## config.mk

```make
export PLATFORM = sky130hd
export DESIGN_NAME = adc_high_rate_sequencer
export DESIGN_NICKNAME = d
export VERILOG_FILES = /design/src/core/adc_seq_pkg.sv /design/src/core/result_stream_if.sv /design/src/core/result_buffer.sv /design/src/core/adc_high_rate_sequencer.sv
export SDC_FILE = /design/constraint.sdc
export NUM_CORES = 1
export LEC_CHECK = 0
export BUFFER_PORTS_ARGS = -buffer_cell sky130_fd_sc_hd__buf_2
export CORE_MARGIN = 1.5
export CORE_UTILIZATION = 58
export DETAILED_ROUTE_END_ITERATION = 16
export PLACE_DENSITY_LB_ADDON = 0.25
export SYNTH_ARGS = -nofsm -noshare
export SYNTH_HDL_FRONTEND = slang
export SYNTH_HIERARCHICAL = 1
export SYNTH_SLANG_ARGS = --single-unit
```

## constraint.sdc

```tcl
create_clock -name I_CLK -period 3.93 [get_ports I_CLK]
set_clock_uncertainty 0.1 [all_clocks]
set_input_delay 0.1965 -clock I_CLK [delete_from_list [all_inputs] [get_ports I_CLK]]
set_output_delay 0.1965 -clock I_CLK [all_outputs]
set_load 0.02 [all_outputs]
```

## src/core/adc_seq_pkg.sv

```systemverilog
// Purpose: shared constants and types of the high-rate converter sequencer
// Assumes: 100 MHz system clock, 10-bit successive-approximation core
// Notes:   times are kept in picoseconds, cycle counts derived from them
package adc_seq_pkg;

  localparam int unsigned CLK_PERIOD_PS  = 10000;          // 10 ns system clock
  localparam int unsigned TAD_MIN_PS     = 83330;          // shortest conversion-clock period, 1 Msps
  // least time rounds up to whole cycles
  localparam int unsigned TAD_MIN_CYC_I  = (TAD_MIN_PS + CLK_PERIOD_PS - 1) / CLK_PERIOD_PS;
  localparam logic [6:0]  TAD_MIN_CYC    = TAD_MIN_CYC_I[6:0];

  localparam logic [4:0]  CONV_TADS      = 5'h0c;          // 12 periods per conversion
  localparam logic [4:0]  SAMP_TADS_MIN  = 5'h01;          // a zero sample time still samples one period
  localparam logic [2:0]  TRIG_AUTO      = 3'h7;           // internal counter ends sampling
  localparam logic [1:0]  CHCNT_ONE      = 2'h0;           // one sample-and-hold channel
  localparam logic [1:0]  CHCNT_TWO      = 2'h1;           // two sample-and-hold channels

  localparam int unsigned RESULT_W       = 10;
  localparam int unsigned SLOT_W         = 4;
  localparam int unsigned ENTRY_W        = RESULT_W + SLOT_W;
  localparam int unsigned NUM_SH         = 4;

  typedef enum logic [1:0] {
    ST_IDLE    = 2'b00,
    ST_SAMPLE  = 2'b01,
    ST_CONVERT = 2'b10
  } seq_state_t;

  typedef logic [ENTRY_W-1:0] entry_t;

endpackage

```

## src/core/result_stream_if.sv

```systemverilog
// Purpose: valid/ready word path between sequencer and result buffer
// Assumes: one clock domain
// Notes:   a word moves when valid and ready are both high at an edge
`timescale 1ns/10ps
interface result_stream_if;
  logic                  valid;
  logic                  ready;
  adc_seq_pkg::entry_t   data;

  modport src (output valid, output data, input ready);
  modport snk (input valid, input data, output ready);
endinterface

```

## src/core/result_buffer.sv

```systemverilog
// Purpose: two-entry result buffer so a stalled reader loses no word
// Assumes: synchronous active-high reset
// Notes:   head and tail are registers; outputs come straight from them
`timescale 1ns/10ps
module result_buffer
(
  input  wire logic       I_CLK,
  input  wire logic       I_RST,
  result_stream_if.snk    fill,
  result_stream_if.src    drain
);

  adc_seq_pkg::entry_t head_reg, head_next;
  adc_seq_pkg::entry_t tail_reg, tail_next;
  logic                head_vld_reg, head_vld_next;
  logic                tail_vld_reg, tail_vld_next;
  logic                push;
  logic                pop;

  // outputs taken directly from flip-flops
  assign drain.valid = head_vld_reg;
  assign drain.data  = head_reg;
  assign fill.ready  = ~tail_vld_reg;           // full when the tail is occupied

  // next head and tail
  always_comb
  begin
    push          = fill.valid & ~tail_vld_reg;
    pop           = head_vld_reg & drain.ready;
    head_next     = head_reg;
    tail_next     = tail_reg;
    head_vld_next = head_vld_reg;
    tail_vld_next = tail_vld_reg;
    if (pop)
    begin
      if (tail_vld_reg)
      begin
        head_next     = tail_reg;
        tail_vld_next = 1'b0;
      end
      else if (push)
      begin
        head_next = fill.data;
      end
      else
      begin
        head_vld_next = 1'b0;
      end
    end
    else if (push)
    begin
      if (!head_vld_reg)
      begin
        head_next     = fill.data;
        head_vld_next = 1'b1;
      end
      else
      begin
        tail_next     = fill.data;
        tail_vld_next = 1'b1;
      end
    end
  end

  // register stage
  always_ff @(posedge I_CLK)
  begin
    if (I_RST)
    begin
      head_reg     <= '0;
      tail_reg     <= '0;
      head_vld_reg <= 1'b0;
      tail_vld_reg <= 1'b0;
    end
    else
    begin
      head_reg     <= head_next;
      tail_reg     <= tail_next;
      head_vld_reg <= head_vld_next;
      tail_vld_reg <= tail_vld_next;
    end
  end

endmodule // result_buffer

```

## src/core/adc_high_rate_sequencer.sv

```systemverilog
// Purpose: sample/convert sequencer of a 10-bit converter at high rates
// Assumes: I_CLK 100 MHz; analog core delivers its result on I_SAR_RESULT
//          by the end of the twelfth conversion period
// Notes:   configuration bits arrive as plain ports
`timescale 1ns/10ps
module adc_high_rate_sequencer
(
  input  wire logic                                I_CLK,
  input  wire logic                                I_RST,
  input  wire logic                                I_ENABLE,
  input  wire logic [2:0]                          I_TRIGGER_SOURCE_SEL,
  input  wire logic                                I_AUTO_SAMPLE_EN,
  input  wire logic                                I_SIMULTANEOUS_SAMPLE_EN,
  input  wire logic [1:0]                          I_SH_CHANNEL_COUNT,
  input  wire logic [3:0]                          I_CONVERSIONS_PER_IRQ,
  input  wire logic [5:0]                          I_CONV_CLOCK_SELECT,
  input  wire logic [4:0]                          I_AUTO_SAMPLE_TIME,
  input  wire logic                                I_SAMPLE_START,
  input  wire logic                                I_CONVERT_START,
  input  wire logic                                I_IRQ_CLEAR,
  input  wire logic [adc_seq_pkg::RESULT_W-1:0]    I_SAR_RESULT,
  input  wire logic                                I_RESULT_READY,
  output logic      [adc_seq_pkg::NUM_SH-1:0]      O_SH_HOLD,
  output logic      [1:0]                          O_CONV_CH,
  output logic                                     O_SAR_START,
  output logic                                     O_SAMPLING,
  output logic                                     O_CONV_DONE,
  output logic                                     O_IRQ_FLAG,
  output logic                                     O_RESULT_VALID,
  output logic      [adc_seq_pkg::RESULT_W-1:0]    O_RESULT_DATA,
  output logic      [adc_seq_pkg::SLOT_W-1:0]      O_RESULT_SLOT
);

  // period length in system cycles, clamped so the rate stays in range
  function automatic logic [6:0] tad_len(input logic [5:0] sel);
    logic [6:0] raw;
    raw = {1'b0, sel} + 7'h01;
    tad_len = (raw < adc_seq_pkg::TAD_MIN_CYC) ? adc_seq_pkg::TAD_MIN_CYC : raw;
  endfunction

  // index of the last taking-part channel
  function automatic logic [1:0] last_ch(input logic [1:0] cnt);
    case (cnt)
      adc_seq_pkg::CHCNT_ONE: last_ch = 2'h0;
      adc_seq_pkg::CHCNT_TWO: last_ch = 2'h1;
      default:                last_ch = 2'h3;
    endcase
  endfunction

  // mask of taking-part channels
  function automatic logic [3:0] ch_mask(input logic [1:0] cnt);
    case (cnt)
      adc_seq_pkg::CHCNT_ONE: ch_mask = 4'h1;
      adc_seq_pkg::CHCNT_TWO: ch_mask = 4'h3;
      default:                ch_mask = 4'hf;
    endcase
  endfunction

  adc_seq_pkg::seq_state_t state_reg, state_next;
  logic [6:0]              tad_cnt_reg, tad_cnt_next;
  logic [4:0]              ph_cnt_reg, ph_cnt_next;
  logic [1:0]              cur_reg, cur_next;
  logic [3:0]              hold_reg, hold_next;
  logic                    start_reg, start_next;
  logic                    sampling_reg, sampling_next;
  logic [3:0]              slot_reg, slot_next;
  logic                    irq_reg, irq_next;
  logic                    done_reg, done_next;
  logic                    push_vld_reg, push_vld_next;
  adc_seq_pkg::entry_t     push_data_reg, push_data_next;

  logic                    tad_tick;
  logic                    auto_conv;
  logic [4:0]              samp_len;
  logic [1:0]              last;
  logic                    irq_set;
  logic                    done_clr;

  result_stream_if push_if ();
  result_stream_if pop_if ();

  assign push_if.valid = push_vld_reg;
  assign push_if.data  = push_data_reg;
  assign pop_if.ready  = I_RESULT_READY;

  result_buffer u_buf
  (
    .I_CLK (I_CLK),
    .I_RST (I_RST),
    .fill  (push_if),
    .drain (pop_if)
  );

  // top outputs, all from flip-flops
  assign O_SH_HOLD      = hold_reg;
  assign O_CONV_CH      = cur_reg;
  assign O_SAR_START    = start_reg;
  assign O_SAMPLING     = sampling_reg;
  assign O_CONV_DONE    = done_reg;
  assign O_IRQ_FLAG     = irq_reg;
  assign O_RESULT_VALID = pop_if.valid;
  assign O_RESULT_DATA  = pop_if.data[adc_seq_pkg::RESULT_W-1:0];
  assign O_RESULT_SLOT  = pop_if.data[adc_seq_pkg::ENTRY_W-1:adc_seq_pkg::RESULT_W];

  // sequencer next state
  always_comb
  begin
    state_next     = state_reg;
    tad_cnt_next   = tad_cnt_reg;
    ph_cnt_next    = ph_cnt_reg;
    cur_next       = cur_reg;
    hold_next      = hold_reg;
    start_next     = 1'b0;
    slot_next      = slot_reg;
    push_data_next = push_data_reg;
    push_vld_next  = push_vld_reg & ~push_if.ready;
    irq_set        = 1'b0;
    done_clr       = 1'b0;
    tad_tick       = (tad_cnt_reg == tad_len(I_CONV_CLOCK_SELECT) - 7'h01);
    auto_conv      = (I_TRIGGER_SOURCE_SEL == adc_seq_pkg::TRIG_AUTO);
    samp_len       = (I_AUTO_SAMPLE_TIME < adc_seq_pkg::SAMP_TADS_MIN) ?
                     adc_seq_pkg::SAMP_TADS_MIN : I_AUTO_SAMPLE_TIME;
    last           = last_ch(I_SH_CHANNEL_COUNT);
    if (!I_ENABLE)
    begin
      state_next   = adc_seq_pkg::ST_IDLE;
      tad_cnt_next = 7'h00;
      ph_cnt_next  = 5'h00;
      hold_next    = 4'h0;
    end
    else
    begin
      case (state_reg)
        adc_seq_pkg::ST_IDLE:
        begin
          tad_cnt_next = 7'h00;
          ph_cnt_next  = 5'h00;
          if (I_AUTO_SAMPLE_EN || I_SAMPLE_START)
          begin
            state_next = adc_seq_pkg::ST_SAMPLE;
            cur_next   = 2'h0;
            hold_next  = 4'h0;
            done_clr   = 1'b1;
          end
        end
        adc_seq_pkg::ST_SAMPLE:
        begin
          tad_cnt_next = tad_tick ? 7'h00 : tad_cnt_reg + 7'h01;
          if (tad_tick)
          begin
            ph_cnt_next = ph_cnt_reg + 5'h01;
          end
          if (auto_conv ? (tad_tick && ph_cnt_reg == samp_len - 5'h01) : I_CONVERT_START)
          begin
            state_next   = adc_seq_pkg::ST_CONVERT;
            tad_cnt_next = 7'h00;
            ph_cnt_next  = 5'h00;
            start_next   = 1'b1;
            hold_next    = I_SIMULTANEOUS_SAMPLE_EN ? ch_mask(I_SH_CHANNEL_COUNT) :
                           (4'h1 << cur_reg);
          end
        end
        adc_seq_pkg::ST_CONVERT:
        begin
          if (tad_tick && ph_cnt_reg == adc_seq_pkg::CONV_TADS - 5'h01)
          begin
            if (push_vld_reg && !push_if.ready)
            begin
              // reader stalled and buffer full: hold at the last period
              tad_cnt_next = tad_cnt_reg;
            end
            else
            begin
              tad_cnt_next   = 7'h00;
              ph_cnt_next    = 5'h00;
              push_vld_next  = 1'b1;
              push_data_next = {slot_reg, I_SAR_RESULT};
              if (slot_reg == I_CONVERSIONS_PER_IRQ)
              begin
                slot_next = 4'h0;
                irq_set   = 1'b1;
              end
              else
              begin
                slot_next = slot_reg + 4'h1;
              end
              if (last == 2'h0)
              begin
                // single channel: sample again if auto sampling is on, else go idle
                hold_next  = 4'h0;
                state_next = I_AUTO_SAMPLE_EN ? adc_seq_pkg::ST_SAMPLE : adc_seq_pkg::ST_IDLE;
              end
              else if (I_SIMULTANEOUS_SAMPLE_EN)
              begin
                if (cur_reg != last)
                begin
                  cur_next   = cur_reg + 2'h1;
                  start_next = 1'b1;
                end
                else
                begin
                  cur_next   = 2'h0;
                  hold_next  = 4'h0;
                  state_next = I_AUTO_SAMPLE_EN ? adc_seq_pkg::ST_SAMPLE : adc_seq_pkg::ST_IDLE;
                end
              end
              else
              begin
                // ping-pong: release this channel, hold the one that was acquiring
                cur_next  = (cur_reg == last) ? 2'h0 : cur_reg + 2'h1;
                hold_next = (4'h1 << cur_next);
                if (cur_reg == last && !I_AUTO_SAMPLE_EN)
                begin
                  hold_next  = 4'h0;
                  state_next = adc_seq_pkg::ST_IDLE;
                end
                else
                begin
                  start_next = 1'b1;
                end
              end
            end
          end
          else
          begin
            tad_cnt_next = tad_tick ? 7'h00 : tad_cnt_reg + 7'h01;
            if (tad_tick)
            begin
              ph_cnt_next = ph_cnt_reg + 5'h01;
            end
          end
        end
        default:
        begin
          state_next = adc_seq_pkg::ST_IDLE;
        end
      endcase
    end
    sampling_next = (state_next == adc_seq_pkg::ST_SAMPLE);
    // set wins over clear on both flags
    irq_next  = irq_set | (irq_reg & ~I_IRQ_CLEAR);
    done_next = irq_set | (done_reg & ~done_clr);
  end

  // sequencer registers
  always_ff @(posedge I_CLK)
  begin
    if (I_RST)
    begin
      state_reg     <= adc_seq_pkg::ST_IDLE;
      tad_cnt_reg   <= 7'h00;
      ph_cnt_reg    <= 5'h00;
      cur_reg       <= 2'h0;
      hold_reg      <= 4'h0;
      start_reg     <= 1'b0;
      sampling_reg  <= 1'b0;
      slot_reg      <= 4'h0;
      irq_reg       <= 1'b0;
      done_reg      <= 1'b0;
      push_vld_reg  <= 1'b0;
      push_data_reg <= '0;
    end
    else
    begin
      state_reg     <= state_next;
      tad_cnt_reg   <= tad_cnt_next;
      ph_cnt_reg    <= ph_cnt_next;
      cur_reg       <= cur_next;
      hold_reg      <= hold_next;
      start_reg     <= start_next;
      sampling_reg  <= sampling_next;
      slot_reg      <= slot_next;
      irq_reg       <= irq_next;
      done_reg      <= done_next;
      push_vld_reg  <= push_vld_next;
      push_data_reg <= push_data_next;
    end
  end

endmodule // adc_high_rate_sequencer

```

==> results.py, run 1 <==
metrics = {
    "route": {
        "drt-total-wl_mm": 11.32,
        "ant_nets": 0,
        "drc": 0,
        "via_per_inst": 6.000,
        "first_pass_iters": 5,
        "wire_per_inst_um": 15.85,
        "drt_iter0_markers": 301,
        "via_count": 4284,
    },
    "placement": {
        "routabilityCongestion": 0.9610,
        "place_hpwl_mm": 7.921,
        "portBuffers": 63,
        "placed_cell_area_mm2": 0.004920,
        "place_ws_ps": 66.67,
    },
    "power": {
        "clockPowerShare": 0.414,
        "power.share.sequential": 0.457,
        "p_sw_uw": 434.4,
        "p_leak_uw": 0.001993,
        "p_int_uw": 1188,
        "swShare": 0.2677,
        "combPwrFrac": 0.129,
        "power_density_mw_per_mm2": 310.0,
        "peakVddDrop_mv": 0.2408,
    },
    "clock_tree": {
        "cts_inserted_buffers": 9,
        "clock_path_buffers": 2,
        "clock-sinks": 73,
        "root_buffer": "clkbuf_8",
        "htree_levels": 3,
        "cts.clk_slew.worst_paths_ps": 80,
        "cts_tree": "yes",
        "clkLatencyLatePin_ps": 350,
    },
    "sta": {
        "slew_headroom": 0.3931,
        "rsz0062_at_grt": "no",
        "timing.setup.tns_ps": 0,
        "finalMaxSlewViolations": 0,
        "worst_slew_pin_slew_ps": 906.9,
        "worst_slack_ps": 366.8,
        "setup_viol": 0,
        "max_freq_mhz": 280.6,
        "hold_viol": 0,
        "timing.final.crit_share": 0.9067,
        "fin_crit_ps": 3563,
    },
    "synthesis": {
        "ys_seq_area_frac": 0.3193,
        "synth_common_cells": "73 x dfxtp_1, 64 x nand2_1, 48 x a21oi_1, 38 x inv_1, 38 x nor2_1",
        "post-synth-top-count-cell": "dfxtp_1",
        "async_reset_ff_frac": 0,
        "ys.flop_type": "dfxtp_1",
        "synth.largest_area_cell": "dfxtp_1",
        "synthTopCellsByArea": "dfxtp_1 32%, a21oi_1 5.2%, nand2_1 5.2%, mux2i_1 5.0%, ha_1 3.8%",
        "netlist.area_leader.share": 0.3193,
        "post_synth.cell_area_avg_um2": 8.398,
        "synth_edf_count": 0,
        "ys.warnings.count": 6,
        "synth_cells": 545,
        "syn-num-nets": 598,
        "synth_cell_type_count": 85,
        "netlist_area_mm2": 0.004577,
        "synth.ff_latch_count": 73,
    },
    "setup_path": {
        "critPathLaunchType": "input pin",
        "crit_arrival_ps": 3680,
        "cp_max_fo": 7,
        "crit_top_cell": "ha_1",
        "slowest_delay_ps": 560,
        "criticalPathCategory": "in -> reg",
        "cp_top_family": "compound AO/OA/AOI/OAI gates",
        "critPathCaptureType": "register",
        "path_cells": "buf_2 -> ha_1 -> or2b_1 -> nand2_1 -> a311oi_1 -> o21ai_0 -> ha_1 -> xor2_1 -> o211ai_1 -> nor4_2 -> o2111ai_4 -> or4_1 -> a311oi_2 -> nor3_1",
        "critical_path_buf_inv_count": 1,
        "cp.required_ps": 4050,
        "critPathSlowestCell": "or4_1",
    },
    "run": {
        "drv_cap": 0,
    },
    "outcome": {
        "outcome": "finished clean",
    },
    "floorplan": {
        "io_pins": 64,
        "die_w_um": 91.83,
        "design.die.area_mm2": 0.008433,
        "start_util": 0.5954,
        "coreArea_mm2": 0.007687,
        "rows": 32,
        "die_h_um": 91.83,
    },
    "global_route": {
        "grt_pass1_wl_mm": 18.80,
        "first_global_vias": 4010,
        "antenna_found_initial": 0,
        "grt_overflow_total": 0,
        "grt_usage": 0.2746,
        "grt_max_degree": 59,
    },
    "final_layout": {
        "drive_above_1_share": 0.2059,
        "postLayoutCellArea_mm2": 0.005234,
        "final_nets": 660,
        "insertedDiodeCount": 0,
        "syn2layout_area_growth_pct": 14.35,
    },
    "worst_hold_path": {
        "hold_path_class": "in -> reg",
    },
}
==> cells in the final DEF, fill, tap and decap left out, types with 9 or more instances in the layout <==
| master | synthesis | layout |
|---|---|---|
| ha_1 | 14 | 14 |
| dfxtp_1 | 73 | 73 |
| mux2i_1 | 23 | 23 |
| a31oi_1 | 9 | 9 |
| nand3_1 | 18 | 18 |
| xnor2_1 | 15 | 15 |
| a21oi_1 | 48 | 48 |
| clkbuf_8 | 0 | 9 |
| nor3_1 | 15 | 15 |
| o21ai_0 | 13 | 13 |
| nand2_1 | 64 | 64 |
| o221a_1 | 10 | 10 |
| buf_4 | 6 | 10 |
| nor2_1 | 38 | 38 |
| buf_2 | 9 | 63 |
| inv_1 | 38 | 38 |
| dlygate4sd3_1 | 0 | 9 |
==> power groups by stage <==
stage / registers (µW) / logic (µW) / clock network, µW
6_report: 741 / 210 / 671
5_1_grt: 742 / 228 / 710
4_1_cts: 741 / 206 / 681
3_5_place_dp: 759 / 199 / 0
3_3_place_gp: 759 / 195 / 0
2_1_floorplan: 760 / 142 / 0
==> area by class of cell <==
class                      count  area, µm²
multi-input combinational    402       2778
fill                         628       2454
sequential                    73       1461
timing repair buffer          83      500.5
inverter                      38      142.6
tap                          102      127.6
clock buffer                   9      123.9
clock inverter                 7      100.1
==> worst register-to-register path, delay by kind of cell, from the launching register on <==
family,cells,cell delay (ps)
simple gates,4,1200
flops,1,500
compound gates,4,910
==> timing repair <==
| action | CTS | global route |
|---|---|---|
| hold endpoints to repair | 9 | 0 |
| gates resized for setup | 0 | 0 |
| setup buffers | 0 | 0 |
| hold buffers | 9 | 0 |
==> routing by layer <==
layer / global-route usage / up-vias / wire, µm
li1: - / 2084 / -
met1: 0.3716 / 2029 / 5074
met3: 0.05058 / 18 / 721
met5: 0 / - / 0
met2: 0.4372 / 153 / 5331
met4: 0.1000 / 0 / 188
==> final timing paths <==
check	start	endpoint	slack, ps	cells past startpoint
worst max-delay path	I_CONV_CLOCK_SELECT[1]	ph_cnt_reg[4]	370	14
worst min-delay path	I_SAR_RESULT[4]	push_data_reg[4]	3	3
worst max register to register	tad_cnt_reg[6]	ph_cnt_reg[4]	1080	8
worst min register to register	O_CONV_DONE	O_CONV_DONE	360	2
==> metrics by stage <==
| step | total power (µW) | std cells | utilization | hold slack (ps) |
|---|---|---|---|---|
| global placement | 954.0 | 689 | 0.6400 | 328.5 |
| detailed placement | 957.8 | 689 | 0.6400 | 342.2 |
| finish | 1622 | 714 | 0.6808 | 3.417 |
| CTS | 1629 | 714 | 0.6808 | 0.9759 |
| floorplan | 901.5 | 545 | - | 197.0 |
| global route | 1679 | 714 | 0.6808 | 19.54 |
==> logic make-up after synthesis <==
kind of cell / synth area share
and+or+nand+nor: 0.2296
AOI/OAI and AO/OA: 0.2351
DFF: 0.3193
buffers and inverters: 0.07381
xor gates and xnor gates: 0.05112
muxes: 0.05276
adders and majority gates: 0.03827
(Power assumes the default switching activity.)
==> inputs of run 2 (changes only) <==
--- a/config.mk
+++ b/config.mk
@@ -9,7 +9,7 @@
 export CORE_MARGIN = 1.5
 export CORE_UTILIZATION = 58
 export DETAILED_ROUTE_END_ITERATION = 16
-export PLACE_DENSITY_LB_ADDON = 0.25
+export PLACE_DENSITY_LB_ADDON = 0.1
 export SYNTH_ARGS = -nofsm -noshare
 export SYNTH_HDL_FRONTEND = slang
 export SYNTH_HIERARCHICAL = 1
==> run 2 against run 1 <==
Largest cell class unchanged; critical path type unchanged; via count grew 0.91%; setup slack gained 39 ps; utilization shrank 0.34 points.
==> results.py, run 2 (same netlist as run 1, synthesis figures left out) <==
metrics = {
    "floorplan": {
        "rows": 32,
        "design.die.area_mm2": 0.008433,
        "coreArea_mm2": 0.007687,
        "start_util": 0.5954,
        "die_w_um": 91.83,
        "io_pins": 64,
        "die_h_um": 91.83,
    },
    "sta": {
        "slew_headroom": 0.4069,
        "setup_viol": 0,
        "max_freq_mhz": 283.8,
        "fin_crit_ps": 3524,
        "timing.final.crit_share": 0.8967,
        "rsz0062_at_grt": "no",
        "worst_slack_ps": 405.9,
        "finalMaxSlewViolations": 0,
        "worst_slew_pin_slew_ps": 886.4,
        "timing.setup.tns_ps": 0,
        "hold_viol": 0,
    },
    "run": {
        "drv_cap": 0,
    },
    "worst_hold_path": {
        "hold_end": "O_IRQ_FLAG",
        "worstHoldStart": "I_IRQ_CLEAR",
        "hold_path_class": "in -> reg",
        "hold_path_depth": 3,
    },
    "placement": {
        "routabilityCongestion": 0.9119,
        "portBuffers": 63,
        "placed_cell_area_mm2": 0.004912,
        "place_hpwl_mm": 7.924,
        "place_ws_ps": 73.45,
    },
    "outcome": {
        "outcome": "finished clean",
    },
    "clock_tree": {
        "clock_path_buffers": 2,
        "cts_tree": "yes",
        "cts_inserted_buffers": 9,
        "clkLatencyLatePin_ps": 340,
        "clock-sinks": 73,
        "cts.clk_slew.worst_paths_ps": 80,
        "htree_levels": 3,
        "cts_setup_buffers": 0,
        "root_buffer": "clkbuf_8",
    },
    "power": {
        "power.share.sequential": 0.488,
        "swShare": 0.2669,
        "p_sw_uw": 406.0,
        "clockPowerShare": 0.374,
        "p_leak_uw": 0.001977,
        "p_int_uw": 1115,
        "peakVddDrop_mv": 0.2290,
        "combPwrFrac": 0.138,
        "power_density_mw_per_mm2": 292.1,
    },
    "setup_path": {
        "cp_max_fo": 7,
        "slowest_delay_ps": 570,
        "crit_top_cell": "ha_1",
        "worstReg2RegEnd": "ph_cnt_reg[3]",
        "ff2ff_path_depth": 8,
        "r2r-start": "tad_cnt_reg[3]",
        "rrSetupSlack_ps": 1030,
        "criticalPathCategory": "in -> reg",
        "critPathLaunchType": "input pin",
        "path_cells": "buf_2 -> ha_1 -> or2b_1 -> nand2_1 -> a311oi_1 -> o21ai_0 -> ha_1 -> xor2_1 -> o211ai_1 -> nor4_2 -> o2111ai_4 -> or4_1 -> a311oi_2 -> nor3_1",
        "crit_arrival_ps": 3640,
        "cp.required_ps": 4040,
        "critPathCaptureType": "register",
        "critPathSlowestCell": "or4_1",
    },
    "global_route": {
        "grt_pass1_wl_mm": 18.27,
        "grt_usage": 0.2683,
        "grt_overflow_total": 0,
        "antenna_found_initial": 0,
        "first_global_vias": 3974,
        "grt_max_degree": 58,
    },
    "route": {
        "via_count": 4323,
        "drc": 0,
        "ant_nets": 0,
        "wire_per_inst_um": 15.84,
        "drt-total-wl_mm": 11.31,
        "first_pass_iters": 7,
        "via_per_inst": 6.055,
        "drt_iter0_markers": 239,
    },
    "final_layout": {
        "final_cell_mix": "73 x dfxtp_1, 64 x nand2_1, 63 x buf_2",
        "syn2layout_area_growth_pct": 13.78,
        "final_nets": 661,
        "insertedDiodeCount": 0,
        "postLayoutCellArea_mm2": 0.005207,
        "drive_above_1_share": 0.2010,
        "mostFrequentLayoutCell": "dfxtp_1",
    },
}
[run 2: cell types whose count changed in the layout (fill, tap and decap cells not counted)]
cell / before / now
dlygate4sd3_1: 9 / 11
inv_6: 3 / 0
clkbuf_1: 0 / 1
buf_4: 10 / 9
clkinv_4: 1 / 2
clkinv_2: 1 / 2
bufinv_16: 2 / 1
[run 2: how the worst max path moves through the flow]
stage                           start              to  slack, ps  cells after the start
2_1_floorplan  I_CONV_CLOCK_SELECT[0]    O_SH_HOLD[3]        500                     13
3_3_place_gp   I_CONV_CLOCK_SELECT[0]   ph_cnt_reg[4]        160                     14
3_5_place_dp   I_CONV_CLOCK_SELECT[0]   ph_cnt_reg[3]         70                     15
4_1_cts        I_CONV_CLOCK_SELECT[0]   ph_cnt_reg[3]        420                     14
5_1_grt        I_CONV_CLOCK_SELECT[0]  tad_cnt_reg[4]        180                     15
6_report       I_CONV_CLOCK_SELECT[0]   ph_cnt_reg[3]        410                     14
[run 2: repair_timing]
action | CTS | global route
gates resized for setup | 0 | 0
hold buffers | 11 | 0
endpoints found under the hold margin | 11 | 0
[run 2: cell type report]
type / instances / area [µm²]
fillers: 664 / 2480
well taps: 102 / 127.6
clock buffers: 10 / 127.6
multi-input cells: 402 / 2778
repair buffers: 84 / 513.0
clock inverters: 5 / 57.56
flip-flops and latches: 73 / 1461
inverters: 38 / 142.6
[run 2: routing by layer]
metal / global-route usage / part of all wire / vias up
met2: 0.4627 / 0.49 / 155
met4: 0.1244 / 0.034 / 0
met1: 0.3168 / 0.42 / 2046
met5: 0 / 0 / -
li1: - / - / 2085
met3: 0.05887 / 0.053 / 37
[run 2: stage by stage]
stage	hold slack [ps]	power, µW	std cells	utilization
detailed placement	339.9	956.7	688	0.6390
global placement	330.6	953.1	688	0.6390
finish	14.10	1521	714	0.6774
floorplan	197.0	901.5	545	-
global route	22.87	1579	714	0.6774
CTS	0.5897	1535	714	0.6774
[run 2: power by group through the flow]
stage | Clock, µW | Sequential, µW | Combinational (µW)
finish | 569 | 742 | 211
global route | 609 | 742 | 228
CTS | 586 | 742 | 208
detailed placement | 0 | 759 | 198
global placement | 0 | 759 | 194
floorplan | 0 | 760 | 142
[run 2: worst max-delay path: cells and delay by family]
kind / cells / cell delay (ps)
compound gates: 5 / 1370
simple gates: 5 / 1140
fa+ha+maj: 2 / 670
xor+xnor: 1 / 150
buf+inv: 1 / 110
==> inputs of run 3 (changes only) <==
--- a/config.mk
+++ b/config.mk
@@ -12,5 +12,4 @@
 export PLACE_DENSITY_LB_ADDON = 0.1
 export SYNTH_ARGS = -nofsm -noshare
 export SYNTH_HDL_FRONTEND = slang
-export SYNTH_HIERARCHICAL = 1
 export SYNTH_SLANG_ARGS = --single-unit
==> run 3 against run 2 <==
Utilization increased by 1.9 points; sequential cell count did not move; critical path depth increased by 2; hold slack lost 1.6 ps; setup slack better by 71 ps; non-clock buffer count unchanged; sequential power hardly changed; first-iteration DRC count rose by 13%; global-route usage down 0.35 points; synthesized area shrank 2.4%; register-to-register slack improved by 270 ps; die area decreased by 2.3%.
==> results.py, run 3 <==
metrics = {
    "final_layout": {
        "syn2layout_area_growth_pct": 14.90,
        "final_util": 0.6964,
        "insertedDiodeCount": 0,
        "mostFrequentLayoutCell": "nand2_1",
        "drive_above_1_share": 0.1792,
        "fill_cells": 654,
        "final_nets": 673,
        "final_cell_mix": "93 x nand2_1, 73 x dfxtp_1, 63 x buf_2",
    },
    "route": {
        "drc": 0,
        "via_count": 4270,
        "drt-total-wl_mm": 10.59,
        "via_per_inst": 5.898,
        "drt_iter0_markers": 270,
        "wire_per_inst_um": 14.62,
        "first_pass_iters": 5,
        "ant_nets": 0,
    },
    "clock_tree": {
        "clock_path_buffers": 2,
        "cts_setup_buffers": 0,
        "cts.clk_slew.worst_paths_ps": 90,
        "clock-sinks": 73,
        "cts_inserted_buffers": 9,
        "clkLatencyLatePin_ps": 340,
        "htree_levels": 3,
        "root_buffer": "clkbuf_8",
        "ctsHoldBuffers": 10,
        "ctsResizeCount": 0,
        "cts_tree": "yes",
    },
    "setup_path": {
        "critPathSlowestCell": "ha_1",
        "slowest_delay_ps": 430,
        "critPathLaunchType": "input pin",
        "cp_max_fo": 11,
        "critPathCaptureType": "register",
        "crit_arrival_ps": 3590,
        "criticalPathCategory": "in -> reg",
        "path_cells": "buf_2 -> ha_1 -> nor2b_1 -> o211a_1 -> o31ai_1 -> nand2_1 -> ha_1 -> xor2_1 -> or3_1 -> nor3_1 -> a211oi_2 -> and4_1 -> buf_4 -> a32o_2 -> a221oi_4 -> nor2_1",
        "crit_top_cell": "ha_1",
        "critical_path_buf_inv_count": 2,
        "cp.required_ps": 4060,
        "cp_top_family": "compound AO/OA/AOI/OAI gates",
    },
    "sta": {
        "timing.setup.tns_ps": 0,
        "rsz0062_at_grt": "no",
        "max_freq_mhz": 289.6,
        "timing.final.crit_share": 0.8786,
        "slew_headroom": 0.3279,
        "finalMaxSlewViolations": 0,
        "fin_crit_ps": 3453,
        "setup_viol": 0,
        "hold_viol": 0,
        "worst_slack_ps": 477.2,
        "worst_slew_pin_slew_ps": 1008,
    },
    "power": {
        "p_total_uw": 1549,
        "p_int_uw": 1125,
        "p_leak_uw": 0.002054,
        "power_density_mw_per_mm2": 301.8,
        "clockPowerShare": 0.395,
        "power.share.sequential": 0.480,
        "p_sw_uw": 423.5,
        "combPwrFrac": 0.125,
        "swShare": 0.2734,
        "peakVddDrop_mv": 0.4016,
    },
    "worst_hold_path": {
        "hold_path_class": "in -> reg",
    },
    "run": {
        "drv_cap": 0,
    },
    "global_route": {
        "antenna_found_initial": 0,
        "first_global_vias": 3998,
        "grt_overflow_total": 0,
        "grt_pass1_wl_mm": 18.14,
        "grt_max_degree": 56,
        "grt_usage": 0.2648,
    },
    "synthesis": {
        "ys.flop_type": "dfxtp_1",
        "netlist_area_mm2": 0.004467,
        "post_synth.cell_area_avg_um2": 8.005,
        "synth.largest_area_cell": "dfxtp_1",
        "post-synth-top-count-cell": "nand2_1",
        "ys.warnings.count": 0,
        "synth_cells": 558,
        "synth_edf_count": 0,
        "synth_common_cells": "93 x nand2_1, 73 x dfxtp_1, 50 x a21oi_1, 40 x nor2_1, 22 x o21ai_0",
        "async_reset_ff_frac": 0,
        "synthTopCellsByArea": "dfxtp_1 33%, nand2_1 7.8%, a21oi_1 5.6%, mux2i_1 4.3%, ha_1 3.9%",
        "syn-num-nets": 611,
        "netlist.area_leader.share": 0.3272,
        "synth.ff_latch_count": 73,
        "ys_seq_area_frac": 0.3272,
        "synth_cell_type_count": 70,
    },
    "floorplan": {
        "die_w_um": 90.76,
        "start_util": 0.6061,
        "die_h_um": 90.76,
        "design.die.area_mm2": 0.008236,
        "rows": 31,
        "coreArea_mm2": 0.007370,
        "io_pins": 64,
    },
    "outcome": {
        "outcome": "finished clean",
    },
    "placement": {
        "portBuffers": 63,
        "routabilityCongestion": 0.8806,
        "place_hpwl_mm": 7.358,
        "place_ws_ps": 134.0,
    },
}
-- run 3: worst min-delay path, cell delays in order --
cell and delay (ps):
buf_2 70, nand2b_1 90, a21oi_1 60
-- run 3: area by class of cell --
type / count / area, µm² / share of cell area
clock buffer: 9 / 123.9 / 0.02413
inverter: 16 / 60.06 / 0.01170
tap: 99 / 123.9 / 0.02413
timing repair buffer: 84 / 498.0 / 0.09703
multi-input combinational: 436 / 2783 / 0.5422
sequential: 73 / 1461 / 0.2847
clock inverter: 7 / 82.58 / 0.01609
-- run 3: per-layer routing --
layer / GRT usage / vias to the layer above / routed length [µm]
met3: 0.03367 / 24 / 455
met2: 0.4543 / 119 / 5080
li1: - / 2141 / -
met5: 0 / - / 0
met4: 0.09392 / 0 / 255
met1: 0.3391 / 1986 / 4798
-- run 3: stage by stage --
step	instances	instance area, µm²	hold WS [ps]
2_1_floorplan	558	4467	196.6
3_3_place_gp	698	4826	340.4
3_5_place_dp	698	4826	345.1
4_1_cts	724	5132	3.867
5_1_grt	724	5132	22.48
6_report	724	5132	12.54
-- run 3: cell families (layout without fill, tap and decap cells) --
kind of cell / after synthesis / in the layout / share of synthesized area
simple gates: 233 / 233 / 0.2608
flops: 73 / 73 / 0.3272
buf+inv: 49 / 116 / 0.04986
mux: 19 / 19 / 0.04258
compound gates: 150 / 150 / 0.2412
fa+ha+maj: 14 / 14 / 0.03922
xor+xnor: 20 / 20 / 0.03922
-- run 3: power groups by stage --
stage	Sequential [µW]	Combinational, µW	Clock (µW)
CTS	743	192	625
global placement	760	179	0
finish	743	194	612
floorplan	761	130	0
detailed placement	760	183	0
global route	743	214	657
-- run 3: final timing paths --
path | startpoint | to | slack (ps) | cells past startpoint
worst max register to register | ph_cnt_reg[0] | slot_reg[2] | 1300 | 6
worst max-delay path | I_CONV_CLOCK_SELECT[1] | ph_cnt_reg[3] | 480 | 16
worst min-delay path | I_IRQ_CLEAR | O_IRQ_FLAG | 10 | 3
worst min register to register | u_buf.tail_reg[0] | u_buf.tail_reg[0] | 360 | 2
